--- src/verilog/dgc_defs.vh ---
`ifndef DGC_DEFS_VH
`define DGC_DEFS_VH

// ----------------------------------------
// register offsets
// ----------------------------------------
`define DGC_ADDR_SLAVE_SEL 8'h00
`define DGC_ADDR_RESET_CONTROL 8'h01
`define DGC_ADDR_GEN_CFG 8'h02
`define DGC_ADDR_DEV_STS 8'h04

// ----------------------------------------
// slave address select fields
// ----------------------------------------
`define DGC_SAS_OVR_BIT 0
`define DGC_SAS_ADDR_MSB 7
`define DGC_SAS_ADDR_LSB 1
`define DGC_SAS_OVR_RST 1'b0

// ----------------------------------------
// reset control fields
// ----------------------------------------
`define DGC_RST_KEEP_BIT 0
`define DGC_RST_FULL_BIT 1
`define DGC_RST_RELOAD_BIT 2
`define DGC_RST_SPARE_BIT 5
`define DGC_RST_SPARE_RST 1'b0

// ----------------------------------------
// general configuration fields
// ----------------------------------------
`define DGC_GCFG_PAR_BIT 1
`define DGC_GCFG_SLEEP_BIT 2
`define DGC_GCFG_OEN_BIT 3
`define DGC_GCFG_MODE_BIT 4
`define DGC_GCFG_RST 4'hf

// ----------------------------------------
// device status fields
// ----------------------------------------
`define DGC_STS_CKSUM_BIT 7
`define DGC_STS_DONE_BIT 6
`define DGC_STS_LOW_RST 6'h02

// ----------------------------------------
// timing counts
// ----------------------------------------
`define DGC_ROM_LOAD_CYCLES 64

`endif

--- src/verilog/dgc_rom_loader.v ---
`timescale 1ns/1ps
`include "dgc_defs.vh"

module dgc_rom_loader #(
    parameter LOAD_CYCLES = `DGC_ROM_LOAD_CYCLES,
    parameter CNT_W = 16
) (
    input wire clock,
    input wire resetn,
    input wire start,
    output wire busy,
    output wire done
);

    localparam [1:0] ST_LOAD = 2'b01;
    localparam [1:0] ST_DONE = 2'b10;
    localparam integer LAST_INT = LOAD_CYCLES - 1;
    localparam [CNT_W-1:0] LAST = LAST_INT[CNT_W-1:0];

    reg [1:0] state_reg;
    reg [1:0] state_next;
    reg [CNT_W-1:0] cnt_reg;
    reg [CNT_W-1:0] cnt_next;

    // ----------------------------------------
    // load sequencer, starts itself at power-up
    // ----------------------------------------
    always @* begin
        state_next = state_reg;
        cnt_next = cnt_reg;
        case (state_reg)
            ST_LOAD: begin
                if (start) begin
                    cnt_next = {CNT_W{1'b0}};
                end else if (cnt_reg == LAST) begin
                    state_next = ST_DONE;
                end else begin
                    cnt_next = cnt_reg + 1'b1;
                end
            end
            ST_DONE: begin
                if (start) begin
                    state_next = ST_LOAD;
                    cnt_next = {CNT_W{1'b0}};
                end
            end
            default: begin
                state_next = ST_LOAD;
                cnt_next = {CNT_W{1'b0}};
            end
        endcase
    end

    always @(posedge clock or negedge resetn) begin
        if (!resetn) begin
            state_reg <= ST_LOAD;
            cnt_reg <= {CNT_W{1'b0}};
        end else begin
            state_reg <= state_next;
            cnt_reg <= cnt_next;
        end
    end

    assign busy = state_reg[0];
    assign done = state_reg[1];

endmodule // dgc_rom_loader

--- src/verilog/dgc_global_ctrl.v ---
`timescale 1ns/1ps
`include "dgc_defs.vh"

module dgc_global_ctrl #(
    parameter NUM_TX = 2,
    parameter NUM_RX = 4,
    parameter LOAD_CYCLES = `DGC_ROM_LOAD_CYCLES
) (
    input wire clock,
    input wire resetn,
    input wire [6:0] strap_addr,
    input wire [NUM_RX-1:0] rx_lock,
    input wire [NUM_TX*NUM_RX-1:0] tx_rx_assign,
    input wire cfg_cksum_ok,
    input wire loc_req,
    input wire loc_wr,
    input wire [7:0] loc_addr,
    input wire [7:0] loc_wdata,
    output reg [7:0] loc_rdata,
    output reg loc_ack,
    input wire rem_req,
    input wire rem_wr,
    input wire [7:0] rem_addr,
    input wire [7:0] rem_wdata,
    output wire rem_ready,
    output reg [7:0] rem_rdata,
    output reg rem_ack,
    output wire [6:0] active_slave_addr,
    output reg full_logic_reset,
    output reg logic_reset_keep_regs,
    output wire rom_load_busy,
    output wire parity_check_en,
    output reg [NUM_TX-1:0] tx_hiz,
    output reg [NUM_TX-1:0] tx_force_hs0,
    output reg [NUM_TX-1:0] tx_force_lp11
);

    reg [6:0] strap_s1_reg;
    reg [6:0] strap_s2_reg;
    reg [6:0] strap_cap_reg;
    reg [NUM_RX-1:0] lock_s1_reg;
    reg [NUM_RX-1:0] lock_s2_reg;
    reg [6:0] addr_field_reg;
    reg override_reg;
    reg spare_reg;
    reg [3:0] gcfg_reg;
    reg reload_reg;
    reg [7:0] rd_mux;
    wire init_done;
    wire take;
    wire wr;
    wire [7:0] addr;
    wire [7:0] wdata;

    // ----------------------------------------
    // pin synchronisers
    // ----------------------------------------
    always @(posedge clock or negedge resetn) begin
        if (!resetn) begin
            strap_s1_reg <= 7'h00;
            strap_s2_reg <= 7'h00;
            lock_s1_reg <= {NUM_RX{1'b0}};
            lock_s2_reg <= {NUM_RX{1'b0}};
            strap_cap_reg <= 7'h00;
        end else begin
            strap_s1_reg <= strap_addr;
            strap_s2_reg <= strap_s1_reg;
            lock_s1_reg <= rx_lock;
            lock_s2_reg <= lock_s1_reg;
            if (rom_load_busy) begin
                strap_cap_reg <= strap_s2_reg;
            end
        end
    end

    // ----------------------------------------
    // access arbitration, local first
    // ----------------------------------------
    assign rem_ready = !loc_req;
    assign take = loc_req || rem_req;
    assign wr = loc_req ? loc_wr : rem_wr;
    assign addr = loc_req ? loc_addr : rem_addr;
    assign wdata = loc_req ? loc_wdata : rem_wdata;

    assign active_slave_addr = override_reg ? addr_field_reg : strap_cap_reg;

    // ----------------------------------------
    // register writes
    // ----------------------------------------
    always @(posedge clock or negedge resetn) begin
        if (!resetn) begin
            addr_field_reg <= 7'h00;
            override_reg <= `DGC_SAS_OVR_RST;
            spare_reg <= `DGC_RST_SPARE_RST;
            gcfg_reg <= `DGC_GCFG_RST;
            reload_reg <= 1'b0;
            full_logic_reset <= 1'b0;
            logic_reset_keep_regs <= 1'b0;
        end else begin
            reload_reg <= 1'b0;
            full_logic_reset <= 1'b0;
            logic_reset_keep_regs <= 1'b0;
            if (full_logic_reset) begin
                addr_field_reg <= 7'h00;
                override_reg <= `DGC_SAS_OVR_RST;
                spare_reg <= `DGC_RST_SPARE_RST;
                gcfg_reg <= `DGC_GCFG_RST;
            end else if (take && wr) begin
                case (addr)
                    `DGC_ADDR_SLAVE_SEL: begin
                        override_reg <= wdata[`DGC_SAS_OVR_BIT];
                        if (wdata[`DGC_SAS_OVR_BIT]) begin
                            addr_field_reg <= wdata[`DGC_SAS_ADDR_MSB:`DGC_SAS_ADDR_LSB];
                        end
                    end
                    `DGC_ADDR_RESET_CONTROL: begin
                        spare_reg <= wdata[`DGC_RST_SPARE_BIT];
                        reload_reg <= wdata[`DGC_RST_RELOAD_BIT];
                        full_logic_reset <= wdata[`DGC_RST_FULL_BIT];
                        logic_reset_keep_regs <= wdata[`DGC_RST_KEEP_BIT];
                    end
                    `DGC_ADDR_GEN_CFG: begin
                        gcfg_reg <= wdata[`DGC_GCFG_MODE_BIT:`DGC_GCFG_PAR_BIT];
                    end
                    default: begin
                    end
                endcase
            end
        end
    end

    // ----------------------------------------
    // read mux, reserved bits zero except status bits 5:0, which read 6'h02
    // ----------------------------------------
    always @* begin
        case (addr)
            `DGC_ADDR_SLAVE_SEL: rd_mux = {active_slave_addr, override_reg};
            `DGC_ADDR_RESET_CONTROL: rd_mux = {2'b00, spare_reg, 2'b00, reload_reg, full_logic_reset,
                                           logic_reset_keep_regs};
            `DGC_ADDR_GEN_CFG: rd_mux = {3'b000, gcfg_reg, 1'b0};
            `DGC_ADDR_DEV_STS: rd_mux = {cfg_cksum_ok, init_done, `DGC_STS_LOW_RST};
            default: rd_mux = 8'h00;
        endcase
    end

    always @(posedge clock or negedge resetn) begin
        if (!resetn) begin
            loc_rdata <= 8'h00;
            rem_rdata <= 8'h00;
            loc_ack <= 1'b0;
            rem_ack <= 1'b0;
        end else begin
            loc_ack <= loc_req;
            rem_ack <= rem_req && !loc_req;
            if (loc_req && !loc_wr) begin
                loc_rdata <= rd_mux;
            end
            if (rem_req && !loc_req && !rem_wr) begin
                rem_rdata <= rd_mux;
            end
        end
    end

    // ----------------------------------------
    // rom load sequencer
    // ----------------------------------------
    dgc_rom_loader #(
        .LOAD_CYCLES(LOAD_CYCLES)
    ) u_loader (
        .clock(clock),
        .resetn(resetn),
        .start(reload_reg || full_logic_reset),
        .busy(rom_load_busy),
        .done(init_done)
    );

    assign parity_check_en = gcfg_reg[`DGC_GCFG_PAR_BIT - 1];

    // ----------------------------------------
    // tx port output state per port
    // ----------------------------------------
    genvar gi;
    generate
        for (gi = 0; gi < NUM_TX; gi = gi + 1) begin : g_tx
            wire nolock;
            assign nolock = ~|(lock_s2_reg & tx_rx_assign[gi*NUM_RX +: NUM_RX]);
            always @(posedge clock or negedge resetn) begin
                if (!resetn) begin
                    tx_hiz[gi] <= 1'b0;
                    tx_force_hs0[gi] <= 1'b0;
                    tx_force_lp11[gi] <= 1'b0;
                end else begin
                    tx_hiz[gi] <= 1'b0;
                    tx_force_hs0[gi] <= 1'b0;
                    tx_force_lp11[gi] <= 1'b0;
                    if (nolock && !gcfg_reg[`DGC_GCFG_MODE_BIT - 1]) begin
                        tx_hiz[gi] <= 1'b1;
                    end else if (gcfg_reg[`DGC_GCFG_SLEEP_BIT - 1] && !gcfg_reg[`DGC_GCFG_OEN_BIT - 1]) begin
                        tx_hiz[gi] <= 1'b1;
                    end else if (nolock && !gcfg_reg[`DGC_GCFG_SLEEP_BIT - 1]) begin
                        tx_force_hs0[gi] <= 1'b1;
                    end else if (nolock) begin
                        tx_force_lp11[gi] <= 1'b1;
                    end
                end
            end
        end
    endgenerate

endmodule // dgc_global_ctrl

--- config.mk ---
export PLATFORM = sky130hd
export DESIGN_NAME = dgc_global_ctrl
export DESIGN_NICKNAME = d
export VERILOG_FILES = /design/src/verilog/dgc_rom_loader.v /design/src/verilog/dgc_global_ctrl.v
export VERILOG_INCLUDE_DIRS = /design/src /design/src/verilog
export SDC_FILE = /design/constraint.sdc
export NUM_CORES = 1
export LEC_CHECK = 0
export BUFFER_PORTS_ARGS = -buffer_cell sky130_fd_sc_hd__buf_4
export CAP_MARGIN = 20
export CORE_MARGIN = 2
export CORE_UTILIZATION = 60
export CTS_BUF_LIST = sky130_fd_sc_hd__clkbuf_2
export DETAILED_ROUTE_END_ITERATION = 6
export HOLD_SLACK_MARGIN = 0.02
export PLACE_DENSITY = 0.88
export SYNTH_ARGS = -nofsm -noshare
export SYNTH_HDL_FRONTEND = slang
export SYNTH_SLANG_ARGS = --single-unit
--- constraint.sdc ---
create_clock -name clock -period 5.1 [get_ports clock]
set_input_delay 1.02 -clock clock [delete_from_list [all_inputs] [get_ports clock]]
set_output_delay 1.02 -clock clock [all_outputs]
set_load 0.02 [all_outputs]
==> After elaboration in Yosys (flattened, before gate mapping) <==
Cells that the tools add are included.
{ "word_totals": {"out_inout_bits": 36, "elab_cells": 122, "ff_bits": 87, "inputBits": 58} }
{ "op_classes": {"eq_ne": 10, "n_bitwise": 2, "muxes": 52, "n_reduce_logical": 33, "addsub": 1} }
{ "ops": {"columns": ["cell", "n"], "rows": [
  ["16-bit two-way mux", 3],
  ["7-bit two-way mux", 5],
  ["1-bit two-way mux", 33],
  ["16-bit case mux with 2 select lines", 1],
  ["8-bit case mux with 4 select lines", 1],
  ["16-bit by 1-bit adder with 16-bit output (second input constant)", 1],
  ["16-bit by 6-bit == test with 1-bit output (second input constant)", 1],
  ["8-bit two-way mux", 2],
  ["4-bit two-way mux", 3],
  ["2-bit nonzero test", 5],
  ["1-bit logical AND", 9],
  ["4-bit AND", 2],
  ["8-bit by 1-bit == test with 1-bit output (second input constant)", 1],
  ["8-bit by 2-bit == test with 1-bit output (second input constant)", 1],
  ["8-bit by 3-bit == test with 1-bit output (second input constant)", 1],
  ["1-bit logical NOT", 8],
  ["8-bit logical NOT", 1],
  ["2-bit AND reduction", 4],
  ["4-bit OR reduction", 2],
  ["2-bit two-way mux", 3],
  ["3-bit AND reduction", 2],
  ["2-bit by 1-bit != test with 1-bit output (second input constant)", 2],
  ["2-bit case mux with 2 select lines", 1],
  ["3-bit by 2-bit != test with 1-bit output (second input constant)", 1],
  ["4 further kinds", 5]
]} }

==> Logic depth before layout (Yosys ltp) <==
{ "depth": {"depth_word": 7, "ltp_mapped": 8, "ltp_nobuf": 6} }

==> Hierarchy <==
Synthesis repeated with hierarchy kept, for this count alone.
{ "unflattened": {"cells_unflattened": 350, "hier_area_um2": 3955.0} }
{ "by_module_without_submodules": {"columns": ["mod", "instances", "area_per_inst_um2", "cells_each", "seq_area_each_um2"], "rows": [
  ["dgc_global_ctrl", 1, 2904.0, 244, 1731.7],
  ["dgc_rom_loader", 1, 1051.0, 106, 451.7]
]} }

==> Least setup slack after synthesis <==
No wires, ideal clock.
{ "synth_path": {"path_kind": "input-to-output", "from": "in loc_req", "to": "out rem_ready", "n_path_buf": 3, "path_stages": 4, "slack_ps": 2467, "t_required_ps": 4080, "arrival_time_ps": 1613, "cell_sequence": "buf_6 buf_4 buf_4 inv_1"} }
{ "synth_between": {"elab_chain_len": 1} }
{ "synth_rtl": {"columns": ["item", "line_no", "source"], "rows": [
  ["start, declared", "dgc_global_ctrl.v:15", "input wire loc_req,"],
  ["1-bit logical NOT", "dgc_global_ctrl.v:79", "assign rem_ready = !loc_req;"],
  ["end, declared", "dgc_global_ctrl.v:25", "output wire rem_ready,"]
]} }
Every way passes these cells.

==> Worst setup path after layout <==
{ "layout_path": {"from": "reg override_reg", "to": "out active_slave_addr[6]"} }
{ "layout_between": {"elab_chain_len": 1} }
{ "layout_rtl": {"columns": ["item", "line_no", "source"], "rows": [
  ["start, declared", "dgc_global_ctrl.v:44", "reg override_reg;"],
  ["start signal, assigned", "dgc_global_ctrl.v:93", "override_reg <= `DGC_SAS_OVR_RST;"],
  ["start signal, assigned", "dgc_global_ctrl.v:105", "override_reg <= `DGC_SAS_OVR_RST;"],
  ["start signal, assigned", "dgc_global_ctrl.v:111", "override_reg <= wdata[`DGC_SAS_OVR_BIT];"],
  ["7-bit two-way mux", "dgc_global_ctrl.v:85", "assign active_slave_addr = override_reg ? addr_field_reg : strap_cap_reg;"],
  ["end, declared", "dgc_global_ctrl.v:28", "output wire [6:0] active_slave_addr,"]
]} }
Every way passes these cells.

==> impl_metrics.tcl <==
set metrics [dict create \
    crit_path_max_incr_delay_ns 0.64 \
    largest_reg_flops 16 \
    post-route-period-util_pct 54.77 \
    grt_antenna_before_repair 0 \
    coreArea_um2 6386 \
    synthAdderAreaFrac_pct 0.3157 \
    rows 29 \
    path_max_fanout 9 \
    antenna_left 0 \
    path_buf_inv 1 \
    synth_simple_gate_area_share_pct 18.88 \
    cts_tree "built" \
    drv_cap 0 \
    utilization_pct 74.98 \
    required_ns 4.08 \
    num_vias 3282 \
    syn-instance-count 353 \
    relSlewSlack_pct 26.32 \
    p_total_mw 1.455 \
    clk_latency_ns 0.53 \
    synth_top_area_cell "dfrtp_1" \
    cp_top_family "flip-flops" \
    ctsHoldBuffers 0 \
    status "finished, final reports clean" \
    synth_common_cells "dfrtp_1 (82), a31oi_1 (23), nor2_1 (23)" \
    drc 0 \
    final_layout_size_suffix_gt1_share_pct 32.13 \
    syn_area_um2 3964 \
    grt_max_degree 88 \
    rsz0062_at_grt "false" \
    cp.arrival_ns 1.77 \
    p_per_area_nw_per_um2 303.8 \
    wl_per_cell_um 18.41 \
    setup_violations 0 \
    fin_tns_setup_ns 0 \
    drtIter0Drc 355 \
    syn2layout_area_growth_pct 20.80 \
    p_leak_nw 2.210 \
    clockBufferDepth 2 \
    async_flop_share_pct 100.0 \
    slowest_stage "dfrtp_1" \
    synth_top_family_by_area "simple AND/OR/NAND/NOR gates" \
    cts_buffers 9 \
    htree_levels 3 \
    synth_area_leaders "dfrtp_1 (52%), mux2_2 (4.5%), a31oi_1 (3.6%)" \
    dp_hpwl_um 6982 \
    wl_um 9554 \
    grt_pass1_wl_um 15350 \
    clk_pin_slew_worst_paths_ns 0.25 \
    ir_drop_v 0.0002346 \
    chipHeight_um 85.28 \
    hold_path_class "primary input to async pin" \
    synth_compound_area_share_pct 14.33 \
    endpoint_kind "output pin" \
    synthFlopType "dfrtp_1" \
    skew_ns 0.02138 \
    portBuffers 93 \
    synth.distinct_cells 56 \
    cts.sinks 87 \
    first_pass_iters 5 \
    clockRootBuffer "clkbuf_2" \
    postCtsResizedCells 0 \
    grt.total_usage_pct 27.01 \
    crit_chain "mux2_2 -> buf_4" \
    worst_pin_slew_ns 1.102 \
    max_freq_mhz 358.0 \
    die_w_um 85.28 \
    muxShareOfSynthArea_pct 7.449 \
    yosysMostFrequentCell "dfrtp_1" \
    synth_edf_count 0 \
    ys_seq_elements 87 \
    synth_xor_area_share_pct 0 \
    fin_crit_ns 2.793 \
    slew_viol_final 0 \
    synth_warnings 0 \
    io_pins 94 \
    n_antenna_cell 0 \
    final_nets 496 \
    timing.hold.ws_ns 0.3670 \
    vias_per_cell 6.324 \
    grt_pass1_vias 3105 \
    cp-start-kind "flip-flop" \
    grt_overflow 0 \
    post_cts_buffers 0 \
    gp_congestion 0.9350 \
    start_util_pct 62.07 \
    synth_nets 412 \
    crit_type "flip-flop to output pin" \
    dieArea_um2 7273 \
    ys_seq_area_share_pct 55.08 \
    syn_area_per_cell_um2 11.23 \
    final_hold_viol_count 0 \
    synth_top_area_share_pct 51.77 \
]
[cells by family (layout without fill, tap and decap cells)]
logic type                 after synthesis  count (layout)
and+or+nand+nor                        131             131
AOI/OAI and AO/OA                       79              79
DFF                                     87              87
buffers and inverters                   28             117
adders and majority gates                1               1
muxes                                   27              27
[layer usage]
layer	part of all wire, %	up-vias	global-route usage [%]	wire length (um)
met2	48	165	42.90	4622
met4	1.4	0	9.380	132
met1	42	1593	37.92	3977
met3	8.6	11	4.669	822
met5	0	-	0	0
li1	-	1513	-	-
[worst paths after layout]
kind | depth (start not counted) | slack (ns) | startpoint | endpoint
setup / recovery | 2 | 2.31 | override_reg | active_slave_addr[6]
hold / removal | 1 | 0.37 | resetn | rem_rdata[4]
setup reg to reg | 4 | 2.75 | full_logic_reset | u_loader.cnt_reg[1]
hold reg to reg | 0 | 0.38 | strap_s1_reg[1] | strap_s2_reg[1]
max in group asynchronous | 2 | 4.07 | resetn | u_loader.state_reg[0]
min in group clock | 0 | 0.38 | strap_s1_reg[1] | strap_s2_reg[1]
[cell usage in the layout (no fill, tap or decap), types with 3 or more instances in the layout]
cell / count
buf_4: 94
nor3_1: 5
nand4_1: 15
nand3_1: 20
nand2_1: 18
inv_6: 3
and4_1: 7
a31oi_1: 23
mux2i_1: 10
nor4_1: 6
o31ai_1: 4
nand3b_1: 5
and3_1: 7
a211oi_1: 6
or3b_2: 3
o21ai_0: 9
mux2_2: 16
a21boi_0: 5
dfrtp_1: 82
clkbuf_2: 9
inv_1: 6
a311oi_1: 5
a21oi_1: 3
a22o_1: 3
nor2b_1: 4
nor2_1: 23
dfstp_2: 5
a22oi_1: 5
nand2b_1: 3
[report_power, final]
group	internal (mW)	switching, mW	total, mW	leakage [nW]
Sequential	0.755	0.0602	0.816	1.09
Clock	0.119	0.247	0.366	0.0733
Combinational	0.127	0.146	0.273	1.05
Total	1.00	0.453	1.45	2.21
[through the flow]
step                std cells  cell area (um2)  setup WS, ns
floorplan                 353             3964         2.467
global placement          502             4638         2.216
detailed placement        502             4638         2.115
CTS                       518             4761         2.291
global route              519             4788         2.223
finish                    519             4788         2.307
[area by class of cell]
cell class | instances | area, um2
Clock buffer | 9 | 45.04
Sequential cell | 87 | 2183
Multi-Input combinational cell | 238 | 1630
Tap cell | 77 | 96.34
Fill cell | 439 | 1598
Timing Repair Buffer | 95 | 733.2
Inverter | 6 | 22.52
Clock inverter | 7 | 77.57
Power figures use the tool's default switching activity.
